[config.mk]
export PLATFORM = sky130hd
export DESIGN_NAME = mad_decoder
export DESIGN_NICKNAME = d
export VERILOG_FILES = /design/src/hw/mad_pkg.sv /design/src/hw/mad_decoder.sv
export SDC_FILE = /design/constraint.sdc
export NUM_CORES = 1
export LEC_CHECK = 0
export ABC_AREA = 1
export BUFFER_PORTS_ARGS = -buffer_cell sky130_fd_sc_hd__buf_2
export CAP_MARGIN = 30
export CORE_MARGIN = 4
export CORE_UTILIZATION = 25
export DETAILED_ROUTE_END_ITERATION = 10
export PLACE_DENSITY = 0.48
export SYNTH_ARGS = -nofsm -noshare
export SYNTH_HDL_FRONTEND = slang
export SYNTH_SLANG_ARGS = --single-unit
export TNS_END_PERCENT = 30
[constraint.sdc]
create_clock -name clk -period 2.15 [get_ports clk]
set_clock_uncertainty 0.05 [all_clocks]
set_input_delay 0.3225 -clock clk [delete_from_list [all_inputs] [get_ports clk]]
set_output_delay 0.3225 -clock clk [all_outputs]
set_load 0.03 [all_outputs]
[src/hw/mad_pkg.sv]
// Purpose: Constants for the arithmetic, logic and move opcode decoder
// Assumes: 8-bit opcodes, machine-cycle enable from a divider
// Notes: Operation and addressing encodings shared with the bench
package mad_pkg;
  localparam int unsigned CLK_MHZ = 100;
  localparam int unsigned MC_NS = 120;
  localparam int unsigned MC_CYCLES = (MC_NS * CLK_MHZ + 999) / 1000;
  localparam logic [7:0] ACC_SFR_ADDR = 8'hE0;
  localparam logic [7:0] DIRECT_RAM_TOP = 8'h7F;
  localparam logic [1:0] LEN_ONE = 2'h1;
  localparam logic [1:0] LEN_TWO = 2'h2;
  localparam logic [1:0] LEN_THREE = 2'h3;
  localparam logic [1:0] CYC_ONE = 2'h1;
  localparam logic [1:0] CYC_TWO = 2'h2;

  typedef enum logic [4:0] {
    OP_NONE, OP_ADD, OP_ADD_WITH_CARRY, OP_SUBTRACT_WITH_BORROW,
    OP_LOGICAL_AND, OP_LOGICAL_OR, OP_LOGICAL_XOR,
    OP_ROTATE_LEFT, OP_ROTATE_LEFT_THRU_CARRY, OP_ROTATE_RIGHT,
    OP_ROTATE_RIGHT_THRU_CARRY, OP_SWAP_NIBBLES, OP_MOVE,
    OP_LOAD_POINTER, OP_CODE_MEMORY_READ, OP_EXT_READ, OP_EXT_WRITE,
    OP_PUSH, OP_POP, OP_EXCHANGE, OP_EXCHANGE_LOW_NIBBLE
  } mad_op_e;

  typedef enum logic [3:0] {
    AM_NONE, AM_ACC, AM_REG, AM_DIRECT, AM_INDIRECT, AM_IMM, AM_IMM16,
    AM_CODE_DATA_POINTER_16, AM_CODE_PC, AM_EXT_IND8, AM_EXT_DATA_POINTER_16
  } mad_am_e;
endpackage

[src/hw/mad_decoder.sv]
// Operation
// - Add opcodes 2x, 25, 26/27, 24 decode, one machine cycle each.
// - Add-with-carry 3x, 35, 36/37, 34 decode, one machine cycle.
// - Subtract-with-borrow 9x, 95, 96/97, 94 decode, one machine cycle.
// - And 5x,55,56/57,54,52 one cycle; 53 three bytes two cycles.
// - Or 4x,45,46/47,44,42 one cycle; 43 three bytes two cycles.
// - Xor 6x,65,66/67,64,62 one cycle; 63 three bytes two cycles.
// - Rotates 23, 33, 03, 13 are one byte, one cycle.
// - C4 swaps accumulator nibbles, one byte, one cycle.
// - Accumulator loads Ex, E5, E6/E7, 74 take one cycle.
// - Accumulator stores Fx, F5, F6/F7 take one cycle.
// - Ax and 8x register/direct moves are two bytes, two cycles.
// - 85 copies direct to direct, three bytes, two cycles.
// - 75 three bytes two cycles; 7x, 76/77 two bytes one cycle.
// - 86/87 and A6/A7 indirect-direct moves are two bytes, two cycles.
// - 90 loads 16-bit data pointer, three bytes, two cycles.
// - 93 reads code at A+data_pointer_16, 83 at A+pc; one byte, two cycles.
// - External E2/E3, E0, F2/F3, F0 take two cycles.
// - Push C0 and pop D0 are two bytes, two cycles.
// - Exchange Cx, C5, C6/C7 take one cycle.
// - D6/D7 swap low nibbles with indirect RAM, one byte, one cycle.
// - Low nibble 8 to F selects working register 0 to 7.
// - Indirect forms use register 0 or 1, chosen by opcode bit 0.
// - Direct byte reaches lower 128 RAM bytes or any special register.
// - Sixteen-bit constant comes from instruction bytes two and three.
//
// Purpose: Decode and sequence ALU and move opcodes of an 8-bit core
// Assumes: Code bytes valid on code_data when code_valid is high
// Notes: Execution datapath lives outside; this block only steers it
`timescale 1ns/1ps
`default_nettype none
module mad_decoder #(
  parameter int unsigned MC_CYCLES = mad_pkg::MC_CYCLES
) (
  input wire logic clk,
  input wire logic reset,
  input wire logic [7:0] code_data,
  input wire logic code_valid,
  output logic fetch_req,
  output logic instr_done,
  output logic busy,
  output logic [7:0] opcode,
  output logic [7:0] operand1,
  output logic [7:0] operand2,
  output logic [15:0] imm16,
  output mad_pkg::mad_op_e op,
  output mad_pkg::mad_am_e src_mode,
  output mad_pkg::mad_am_e dst_mode,
  output logic [2:0] reg_sel,
  output logic use_carry,
  output logic direct_is_sfr,
  output logic illegal_acc_load,
  output logic [1:0] instr_len,
  output logic [1:0] instr_cycles
);

  ////////////////////////////////////////////////////////////////////////////
  // Decode table

  typedef struct packed {
    mad_pkg::mad_op_e op;
    mad_pkg::mad_am_e src;
    mad_pkg::mad_am_e dst;
    logic [1:0] len;
    logic [1:0] cyc;
  } mad_dec_s;

  // Operand mode from low nibble of the common arithmetic pattern
  function automatic mad_pkg::mad_am_e mad_low_mode(input logic [3:0] lo);
    mad_low_mode = mad_pkg::AM_NONE;
    if (lo[3])
      mad_low_mode = mad_pkg::AM_REG;
    else if (lo[3:1] == 3'h3)
      mad_low_mode = mad_pkg::AM_INDIRECT;
    else if (lo == 4'h5)
      mad_low_mode = mad_pkg::AM_DIRECT;
    else if (lo == 4'h4)
      mad_low_mode = mad_pkg::AM_IMM;
  endfunction

  function automatic logic [1:0] mad_mode_len(input mad_pkg::mad_am_e m);
    mad_mode_len = (m == mad_pkg::AM_DIRECT || m == mad_pkg::AM_IMM) ?
      mad_pkg::LEN_TWO : mad_pkg::LEN_ONE;
  endfunction

  function automatic mad_dec_s mad_decode(input logic [7:0] oc);
    mad_dec_s d;
    mad_pkg::mad_am_e lm;
    d = '{mad_pkg::OP_NONE, mad_pkg::AM_NONE, mad_pkg::AM_NONE,
          mad_pkg::LEN_ONE, mad_pkg::CYC_ONE};
    lm = mad_low_mode(oc[3:0]);
    case (oc[7:4])
      4'h2, 4'h3, 4'h9, 4'h4, 4'h5, 4'h6:
      begin
        if (lm != mad_pkg::AM_NONE)
        begin
          d.src = lm;
          d.dst = mad_pkg::AM_ACC;
          d.len = mad_mode_len(lm);
        end
      end
      4'hE:
      begin
        if (lm != mad_pkg::AM_NONE && lm != mad_pkg::AM_IMM)
          d = '{mad_pkg::OP_MOVE, lm, mad_pkg::AM_ACC, mad_mode_len(lm),
                mad_pkg::CYC_ONE};
      end
      4'hF:
      begin
        if (lm != mad_pkg::AM_NONE && lm != mad_pkg::AM_IMM)
          d = '{mad_pkg::OP_MOVE, mad_pkg::AM_ACC, lm, mad_mode_len(lm),
                mad_pkg::CYC_ONE};
      end
      4'hC:
      begin
        if (lm != mad_pkg::AM_NONE && lm != mad_pkg::AM_IMM)
          d = '{mad_pkg::OP_EXCHANGE, lm, mad_pkg::AM_ACC, mad_mode_len(lm),
                mad_pkg::CYC_ONE};
      end
      4'hA:
      begin
        if (oc[3] || oc[3:1] == 3'h3)
          d = '{mad_pkg::OP_MOVE, mad_pkg::AM_DIRECT, lm, mad_pkg::LEN_TWO,
                mad_pkg::CYC_TWO};
      end
      4'h8:
      begin
        if (oc[3] || oc[3:1] == 3'h3)
          d = '{mad_pkg::OP_MOVE, lm, mad_pkg::AM_DIRECT, mad_pkg::LEN_TWO,
                mad_pkg::CYC_TWO};
      end
      4'h7:
      begin
        if (oc[3] || oc[3:1] == 3'h3)
          d = '{mad_pkg::OP_MOVE, mad_pkg::AM_IMM, lm, mad_pkg::LEN_TWO,
                mad_pkg::CYC_ONE};
      end
      default:
        d.op = mad_pkg::OP_NONE;
    endcase
    case (oc[7:4])
      4'h2: if (d.src != mad_pkg::AM_NONE) d.op = mad_pkg::OP_ADD;
      4'h3: if (d.src != mad_pkg::AM_NONE) d.op = mad_pkg::OP_ADD_WITH_CARRY;
      4'h9: if (d.src != mad_pkg::AM_NONE) d.op = mad_pkg::OP_SUBTRACT_WITH_BORROW;
      4'h5: if (d.src != mad_pkg::AM_NONE) d.op = mad_pkg::OP_LOGICAL_AND;
      4'h4: if (d.src != mad_pkg::AM_NONE) d.op = mad_pkg::OP_LOGICAL_OR;
      4'h6: if (d.src != mad_pkg::AM_NONE) d.op = mad_pkg::OP_LOGICAL_XOR;
      default: d.op = d.op;
    endcase
    case (oc)
      8'h52, 8'h42, 8'h62:
      begin
        d.src = mad_pkg::AM_ACC;
        d.dst = mad_pkg::AM_DIRECT;
        d.len = mad_pkg::LEN_TWO;
        d.op = (oc[6:4] == 3'h5) ? mad_pkg::OP_LOGICAL_AND :
          (oc[6:4] == 3'h4) ? mad_pkg::OP_LOGICAL_OR : mad_pkg::OP_LOGICAL_XOR;
      end
      8'h53, 8'h43, 8'h63:
      begin
        d.src = mad_pkg::AM_IMM;
        d.dst = mad_pkg::AM_DIRECT;
        d.len = mad_pkg::LEN_THREE;
        d.cyc = mad_pkg::CYC_TWO;
        d.op = (oc[6:4] == 3'h5) ? mad_pkg::OP_LOGICAL_AND :
          (oc[6:4] == 3'h4) ? mad_pkg::OP_LOGICAL_OR : mad_pkg::OP_LOGICAL_XOR;
      end
      8'h23: d = '{mad_pkg::OP_ROTATE_LEFT, mad_pkg::AM_ACC, mad_pkg::AM_ACC,
                   mad_pkg::LEN_ONE, mad_pkg::CYC_ONE};
      8'h33: d = '{mad_pkg::OP_ROTATE_LEFT_THRU_CARRY, mad_pkg::AM_ACC,
                   mad_pkg::AM_ACC, mad_pkg::LEN_ONE, mad_pkg::CYC_ONE};
      8'h03: d = '{mad_pkg::OP_ROTATE_RIGHT, mad_pkg::AM_ACC, mad_pkg::AM_ACC,
                   mad_pkg::LEN_ONE, mad_pkg::CYC_ONE};
      8'h13: d = '{mad_pkg::OP_ROTATE_RIGHT_THRU_CARRY, mad_pkg::AM_ACC,
                   mad_pkg::AM_ACC, mad_pkg::LEN_ONE, mad_pkg::CYC_ONE};
      8'hC4: d = '{mad_pkg::OP_SWAP_NIBBLES, mad_pkg::AM_ACC, mad_pkg::AM_ACC,
                   mad_pkg::LEN_ONE, mad_pkg::CYC_ONE};
      8'h74: d = '{mad_pkg::OP_MOVE, mad_pkg::AM_IMM, mad_pkg::AM_ACC,
                   mad_pkg::LEN_TWO, mad_pkg::CYC_ONE};
      8'h85: d = '{mad_pkg::OP_MOVE, mad_pkg::AM_DIRECT, mad_pkg::AM_DIRECT,
                   mad_pkg::LEN_THREE, mad_pkg::CYC_TWO};
      8'h75: d = '{mad_pkg::OP_MOVE, mad_pkg::AM_IMM, mad_pkg::AM_DIRECT,
                   mad_pkg::LEN_THREE, mad_pkg::CYC_TWO};
      8'h90: d = '{mad_pkg::OP_LOAD_POINTER, mad_pkg::AM_IMM16, mad_pkg::AM_NONE,
                   mad_pkg::LEN_THREE, mad_pkg::CYC_TWO};
      8'h93: d = '{mad_pkg::OP_CODE_MEMORY_READ, mad_pkg::AM_CODE_DATA_POINTER_16,
                   mad_pkg::AM_ACC, mad_pkg::LEN_ONE, mad_pkg::CYC_TWO};
      8'h83: d = '{mad_pkg::OP_CODE_MEMORY_READ, mad_pkg::AM_CODE_PC,
                   mad_pkg::AM_ACC, mad_pkg::LEN_ONE, mad_pkg::CYC_TWO};
      8'hE2, 8'hE3: d = '{mad_pkg::OP_EXT_READ, mad_pkg::AM_EXT_IND8,
                   mad_pkg::AM_ACC, mad_pkg::LEN_ONE, mad_pkg::CYC_TWO};
      8'hE0: d = '{mad_pkg::OP_EXT_READ, mad_pkg::AM_EXT_DATA_POINTER_16, mad_pkg::AM_ACC,
                   mad_pkg::LEN_ONE, mad_pkg::CYC_TWO};
      8'hF2, 8'hF3: d = '{mad_pkg::OP_EXT_WRITE, mad_pkg::AM_ACC,
                   mad_pkg::AM_EXT_IND8, mad_pkg::LEN_ONE, mad_pkg::CYC_TWO};
      8'hF0: d = '{mad_pkg::OP_EXT_WRITE, mad_pkg::AM_ACC, mad_pkg::AM_EXT_DATA_POINTER_16,
                   mad_pkg::LEN_ONE, mad_pkg::CYC_TWO};
      8'hC0: d = '{mad_pkg::OP_PUSH, mad_pkg::AM_DIRECT, mad_pkg::AM_NONE,
                   mad_pkg::LEN_TWO, mad_pkg::CYC_TWO};
      8'hD0: d = '{mad_pkg::OP_POP, mad_pkg::AM_NONE, mad_pkg::AM_DIRECT,
                   mad_pkg::LEN_TWO, mad_pkg::CYC_TWO};
      8'hD6, 8'hD7: d = '{mad_pkg::OP_EXCHANGE_LOW_NIBBLE, mad_pkg::AM_INDIRECT,
                   mad_pkg::AM_ACC, mad_pkg::LEN_ONE, mad_pkg::CYC_ONE};
      default: d.len = d.len;
    endcase
    mad_decode = d;
  endfunction

  ////////////////////////////////////////////////////////////////////////////
  // Machine-cycle enable

  logic [7:0] mc_cnt_r;
  logic [7:0] mc_cnt_nxt;
  logic mc_tick;

  always_comb
  begin
    mc_tick = (mc_cnt_r == 8'(MC_CYCLES - 1));
    mc_cnt_nxt = mc_tick ? 8'h00 : mc_cnt_r + 8'h01;
  end

  always_ff @(posedge clk)
  begin
    if (reset)
      mc_cnt_r <= 8'h00;
    else
      mc_cnt_r <= mc_cnt_nxt;
  end

  ////////////////////////////////////////////////////////////////////////////
  // Sequencer

  typedef enum {ST_FETCH, ST_OPERAND, ST_WAIT} mad_state_e;

  mad_state_e state_r;
  mad_state_e state_nxt;
  logic [1:0] got_r;
  logic [1:0] got_nxt;
  logic [1:0] mc_left_r;
  logic [1:0] mc_left_nxt;
  logic [7:0] opcode_nxt;
  logic [7:0] operand1_nxt;
  logic [7:0] operand2_nxt;
  logic done_nxt;
  mad_dec_s dec_r;
  mad_dec_s dec_nxt;
  mad_dec_s dec_in;

  always_comb
  begin
    dec_in = mad_decode(code_data);
    state_nxt = state_r;
    got_nxt = got_r;
    mc_left_nxt = mc_left_r;
    opcode_nxt = opcode;
    operand1_nxt = operand1;
    operand2_nxt = operand2;
    dec_nxt = dec_r;
    done_nxt = 1'b0;
    if (mc_tick && mc_left_r != 2'h0)
      mc_left_nxt = mc_left_r - 2'h1;
    case (state_r)
      ST_FETCH:
      begin
        if (code_valid)
        begin
          opcode_nxt = code_data;
          dec_nxt = dec_in;
          mc_left_nxt = dec_in.cyc;
          got_nxt = mad_pkg::LEN_ONE;
          state_nxt = (dec_in.len == mad_pkg::LEN_ONE) ? ST_WAIT : ST_OPERAND;
        end
      end
      ST_OPERAND:
      begin
        if (code_valid)
        begin
          if (got_r == mad_pkg::LEN_ONE)
            operand1_nxt = code_data;
          else
            operand2_nxt = code_data;
          got_nxt = got_r + 2'h1;
          if (got_r + 2'h1 == dec_r.len)
            state_nxt = ST_WAIT;
        end
      end
      ST_WAIT:
      begin
        if (mc_left_nxt == 2'h0)
        begin
          done_nxt = 1'b1;
          state_nxt = ST_FETCH;
        end
      end
      default:
        state_nxt = ST_FETCH;
    endcase
  end

  always_ff @(posedge clk)
  begin
    if (reset)
    begin
      state_r <= ST_FETCH;
      got_r <= 2'h0;
      mc_left_r <= 2'h0;
      opcode <= 8'h00;
      operand1 <= 8'h00;
      operand2 <= 8'h00;
      dec_r <= '{mad_pkg::OP_NONE, mad_pkg::AM_NONE, mad_pkg::AM_NONE,
                 mad_pkg::LEN_ONE, mad_pkg::CYC_ONE};
      instr_done <= 1'b0;
    end
    else
    begin
      state_r <= state_nxt;
      got_r <= got_nxt;
      mc_left_r <= mc_left_nxt;
      opcode <= opcode_nxt;
      operand1 <= operand1_nxt;
      operand2 <= operand2_nxt;
      dec_r <= dec_nxt;
      instr_done <= done_nxt;
    end
  end

  ////////////////////////////////////////////////////////////////////////////
  // Outputs

  assign fetch_req = (state_r != ST_WAIT);
  assign busy = (state_r != ST_FETCH);
  assign op = dec_r.op;
  assign src_mode = dec_r.src;
  assign dst_mode = dec_r.dst;
  assign instr_len = dec_r.len;
  assign instr_cycles = dec_r.cyc;
  assign imm16 = {operand1, operand2};
  // Indirect forms pick register 0 or 1; register forms use low three bits
  assign reg_sel = (dec_r.src == mad_pkg::AM_INDIRECT || dec_r.dst == mad_pkg::AM_INDIRECT ||
                    dec_r.src == mad_pkg::AM_EXT_IND8 || dec_r.dst == mad_pkg::AM_EXT_IND8) ?
                   {2'h0, opcode[0]} : opcode[2:0];
  assign use_carry = (dec_r.op == mad_pkg::OP_ADD_WITH_CARRY) ||
                     (dec_r.op == mad_pkg::OP_SUBTRACT_WITH_BORROW);
  // Above the lower 128 bytes a direct address means a special register
  assign direct_is_sfr = (operand1 > mad_pkg::DIRECT_RAM_TOP);
  // Flagged, not blocked: software is expected never to issue this
  assign illegal_acc_load = (opcode == 8'hE5) && (operand1 == mad_pkg::ACC_SFR_ADDR) &&
                            (state_r == ST_WAIT);

endmodule // mad_decoder
`default_nettype wire

---- Word level (Yosys, flattened, before mapping) ----
Cells that the tools add are included.
Widths: inputs -> output; s select.
storage, ports and cells
  register bits ........................... 86
  bits of input ports ..................... 11
  output and inout port bits .............. 66
  word-level logic and storage cells ...... 162
cells by class
  add/sub/neg operators ................... 3
  order comparisons ....................... 1
  equal/unequal tests ..................... 67
  mux-type cells .......................... 41
  bitwise logic cells ..................... 2
  reduce and logical (&&, ||, !) cells .... 35
operators with widths
  cell                 number
  $pmux 13 s20         1
  $eq 8x8->1 const B   17
  $mux 32              4
  $pmux 32 s3          1
  $mux 16              5
  $pmux 10 s7          1
  $eq 8x7->1 const B   8
  $pmux 5 s6           2
  $eq 4x3->1 const B   9
  $eq 32x1->1 const B  1
  $eq 32x2->1 const B  1
  $eq 32x3->1 const B  1
  $eq 4x4->1 const B   8
  $logic_not 32->1     1
  $ne 32x3->1 const B  1
  $reduce_bool 32->1   1
  $mux 5               6
  $mux 2               9
  $reduce_or 6->1      3
  $mux 17              1
  $eq 8x6->1 const B   2
  $reduce_or 16->1     1
  $mux 3               5
  $reduce_or 15->1     1
  32 further kinds     59

---- Logic depth before layout (Yosys ltp) ----
  depth in word-level cells ............... 15
  depth in mapped cells ................... 14
  gate-level depth less buffers ........... 13

---- Worst setup path before layout ----
OpenSTA, ideal clock, no wires.
  kind .................................... reg-to-output
  start ................................... register dec_r (netlist bit op[1])
  end ..................................... output port use_carry
  arrival ................................. 1.566 ns
  data required time ...................... 1.778 ns
  setup slack ............................. 0.212 ns
  cell stages (with the launch flop) ...... 2
  path buffers ............................ 0
  path through ............................ dfxtp_1 -> nor4b_1
between the ends
  cells in the longest elaborated chain, start to end .. 2
  elaborated cells between the ends (all ways) .. 3
  classes of those cells .................. eq/ne (2); reduce/logical (1)
ends and longest elaborated chain
  what                           line                                    RTL
  start, declared                mad_decoder.sv:245                      mad_dec_s dec_r;
  start signal, assigned         mad_decoder.sv:310                      dec_r <= '{mad_pkg::OP_NONE, mad_pkg::AM_NONE, mad_pkg::AM_NONE,
  start signal, assigned         mad_decoder.sv:322                      dec_r <= dec_nxt;
  $eq 5x2->1 (on tied branches)  mad_decoder.sv:342, mad_decoder.sv:343
  $logic_or 1x1->1 (*)           mad_decoder.sv:342                      assign use_carry = (dec_r.op == mad_pkg::OP_ADD_WITH_CARRY) ||
  end, declared                  mad_decoder.sv:50                       output logic use_carry,
Mark *: on every way between the ends. The rest lies on a longest branch, timed or not.

---- Worst setup path after layout ----
  start ................................... register dec_r (netlist bit dst_mode[0])
  end ..................................... output port reg_sel[2]
between the ends
  cells in the longest elaborated chain, start to end .. 5
  elaborated cells between the ends (all ways) .. 6
  classes of those cells .................. eq/ne (2); mux (1); reduce/logical (3)
ends and longest elaborated chain
  what                            line                RTL
  $eq 4x3->1                      mad_decoder.sv:339  assign reg_sel = (dec_r.src == mad_pkg::AM_INDIRECT || dec_r.dst == mad_pkg::AM_INDIRECT ||
  $logic_or 1x1->1 (2 in series)  mad_decoder.sv:339
  $logic_or 1x1->1 (*)            mad_decoder.sv:340  dec_r.src == mad_pkg::AM_EXT_IND8 || dec_r.dst == mad_pkg::AM_EXT_IND8) ?
  $mux 3 (*)                      mad_decoder.sv:340
  end, declared                   mad_decoder.sv:49   output logic [2:0] reg_sel,
Marked as above.

==> metrics.md <==
| Metric | Value |
|---|---|
| Max IR drop VDD | roughly 0.27 mV |
| Area delta synth->final | 21.6% |
| Synth Instances | 476 |
| Final instance count without filler cells | between 700 and 800 |
| Initial antenna violation count | 0 |
| Yosys cell types | 38 |
| CP endpoint kind | output pin |
| Clock slew at reported path FFs | about 0.08 ns |
| Hold Crit Class | input port to flip-flop |
| Pins over their slew limit | 0 |
| Power density over the cells | 688 mW/mm^2 |
| CP Class | flip-flop to output pin |
| Period minus WS final | 1.95 ns |
| Syn Area/Cell | 6.58 um^2 |
| Hold Vio Cnt, Final | 0 |
| Vias per cell | 4.65 |
| Worst Path Arrival | 1.58 ns |
| DRT antenna net count | 0 |
| Worst reg-to-reg setup slack | 0.45 ns |
| Setup total negative slack | 0 ns |
| Worst path required time | 1.78 ns |
| Routed WL | 10.1 mm |
| IO Count | 77 |
| Floorplan core area | 0.0122 mm^2 |
| Worst setup SP type | flip-flop |
| Path depth of the worst reg2reg path | 9 |
| Die width | 120 um |
| Inserted Clock Buffers | 5 |
| Share of cells above drive strength 1 | between 20% and 30% |
| #FFs+latches synth | 56 |
| Ant diodes | 0 |
| Syn nets | between 400 and 500 |
| 1st-iter DRT viols | 192 |
| CTS Hold Bufs | 0 |
| Setup repair after global routing missed its margin | false |
| Hold Crit Start | code_data[6] |
| DR WL/cell | ~14 um |
| Clk_lat worst skew | 0.30 ns |
| Cell Rows | 40 |
| Area of the die | 0.0144 mm^2 |
| Period utilization | between 90% and 100% |
| Fmax | ~500 MHz |
| Relative slew margins | 68.9% |
| Fin nets | roughly 560 |
| DP Wirelength | 8.07 mm |
| Largest net degree at the start of global routing | 32 |
| Max clock buf depth | 2 |
| Reg2reg end | state_r[1]$_SDFFE_PP0P_ |
| Worst hold margin | 0.335 ns |
| Post-synthesis sequential area ratio | a little over a third |
| Run status | finished, final reports clean |
| CTS tree | yes |
| Gr usage total | 14.1% |
| 1st-pass router iterations | 5 |
| Final setup viols | 0 |
| Hold path depth | 3 |
| CTS resizes | 0 |
| Commonest cells after routing, fill and taps aside | 104 x nand2_1, 76 x buf_2, 60 x nor2_1, 56 x dfxtp_1, 52 x a21oi_1 |
| Vias in the first global route | 3,141 |
| # fillers | around 1,400 |
| Worst R2R Start | mc_cnt_r[0]$_SDFF_PP0_ |
| Port buffer count | 76 |
| Post-CTS Setup Inserts | 0 |
| Worst hold endpoint | opcode[6]$_SDFFE_PP0P_ |
| Worst Path Max Fanout | 4 |
| CTS HTree Levels | 2 |
| # DRC | 0 |
| Ys Warns | 0 |
| Global-route wire length before repair | 16.4 mm |
| Mapped Area | 0.00313 mm^2 |
| GPL Wtd Cong | ~0.9 |
| Post-Place Cells | 702 |
| Root Buffer | clkbuf_16 |
| Clock sinks | 56 |
| Commonest non-fill, non-tap cell in the layout | nand2_1 |
| Lkg Pwr | 1.91 nW |
| Initial Utilization | between 20% and 30% |
| Max-cap violations | 0 |
| Die Ht | 120 um |
| Worst Tran Pin Value | 0.466 ns |
| Vias | 3,300 |
| Grt ovf | 0 |
==> metrics by stage <==
step / utilization [%] / total power, mW / worst slack [ns] / cell area [um^2]
after detailed placement: 29.9 / 1.69 / 0.0470 / 3640
after global routing: 31.3 / 2.76 / 0.0337 / 3810
after CTS: 31.3 / 2.65 / 0.167 / 3810
after floorplan: - / 1.52 / 0.212 / 3130
final: 31.3 / 2.62 / 0.196 / 3810
after global placement: 29.9 / 1.69 / 0.00421 / 3640
==> critical path: stages, from the launching register on <==
cell	delay, ns
dfxtp_1	0.38
nor4_1	0.08
a311oi_1	0.28
nand2_1	0.22
nor2_1	0.13
buf_2	0.20
==> worst max path at each step <==
stage | start | endpoint | slack, ns | cells after the start
detailed placement | code_data[3] | op[1]$_SDFFE_PP0P_ | 0.05 | 13
finish | dst_mode[0]$_SDFFE_PP0P_ | reg_sel[2] | 0.20 | 5
global placement | code_data[2] | op[1]$_SDFFE_PP0P_ | 0.004 | 13
CTS | dst_mode[0]$_SDFFE_PP0P_ | reg_sel[2] | 0.17 | 5
floorplan | op[1]$_SDFFE_PP0P_ | use_carry | 0.21 | 1
global route | operand1[0]$_SDFFE_PP0P_ | illegal_acc_load | 0.03 | 4
==> synthesized netlist by cell type (all sizes together) <==
cell type  number  area [um^2]
nor4b           2         17.5
nand3b          1         7.51
o311ai          1         8.76
a31oi           2         12.5
a22oi           1         7.51
a311oi          1         8.76
buf            21          148
o21ai          33          169
nor4            4         25.0
a2bb2oi         1         8.76
nand2         111          439
o211ai          4         30.0
nor3            7         35.0
ha              3         37.5
o21bai          1         7.51
nand2b          1         6.26
xor2            3         26.3
o21a            1         7.51
nor2           64          253
clkbuf         10         37.5
inv            54          203
o31ai           1         7.51
o2bb2ai         1         8.76
xnor2           1         8.76
nor3b           6         45.0
dfxtp          56         1120
a21oi          52          260
nand4           7         43.8
nand3          25          135
o2111ai         1         8.76
==> power by group <==
part,total [mW],switching [mW],internal (mW)
registers,1.14,0.0432,1.09
logic,0.531,0.380,0.151
clock network,0.956,0.401,0.555
total,2.62,0.824,1.80
==> layout make-up <==
class / count / area (um^2) / area share, %
tap: 168 / 210 / 5.52
sequential: 56 / 1120 / 29.4
timing repair buffer: 89 / 478 / 12.5
clock buffer: 5 / 125 / 3.28
inverter: 54 / 203 / 5.32
clock inverter: 3 / 46.3 / 1.21
multi-input combinational: 335 / 1630 / 42.7
==> sequential cells by signal, summed over array words and instances, names as in the netlist <==
signal and count:
state_r 2, mc_cnt_r 8, operand2 8, instr_cycles 2
dst_mode 4, mc_left_r 2, got_r 2, opcode 8
instr_len 2, operand1 8, src_mode 4, instr_done 1
op 5
==> cell families after synthesis <==
family	count (synthesis)	synth area share [%]
flip-flops	56	35.8
XOR/XNOR	4	1.12
buffers and inverters	85	12.4
AND/OR/NAND/NOR	228	32.1
AO/OA/AOI/OAI	100	17.4
adder cells (fa/ha/maj)	3	1.20
==> per-layer routing <==
layer / track usage [%] / share of wire [%] / vias to the layer above
li1: - / - / 1678
met1: 20.1 / 50 / 1493
met2: 21.8 / 43 / 115
met3: 2.36 / 5.6 / 14
met4: 4.15 / 1.8 / 0
met5: 0 / 0 / -
Note: power is estimated with default switching activity, not from simulation.
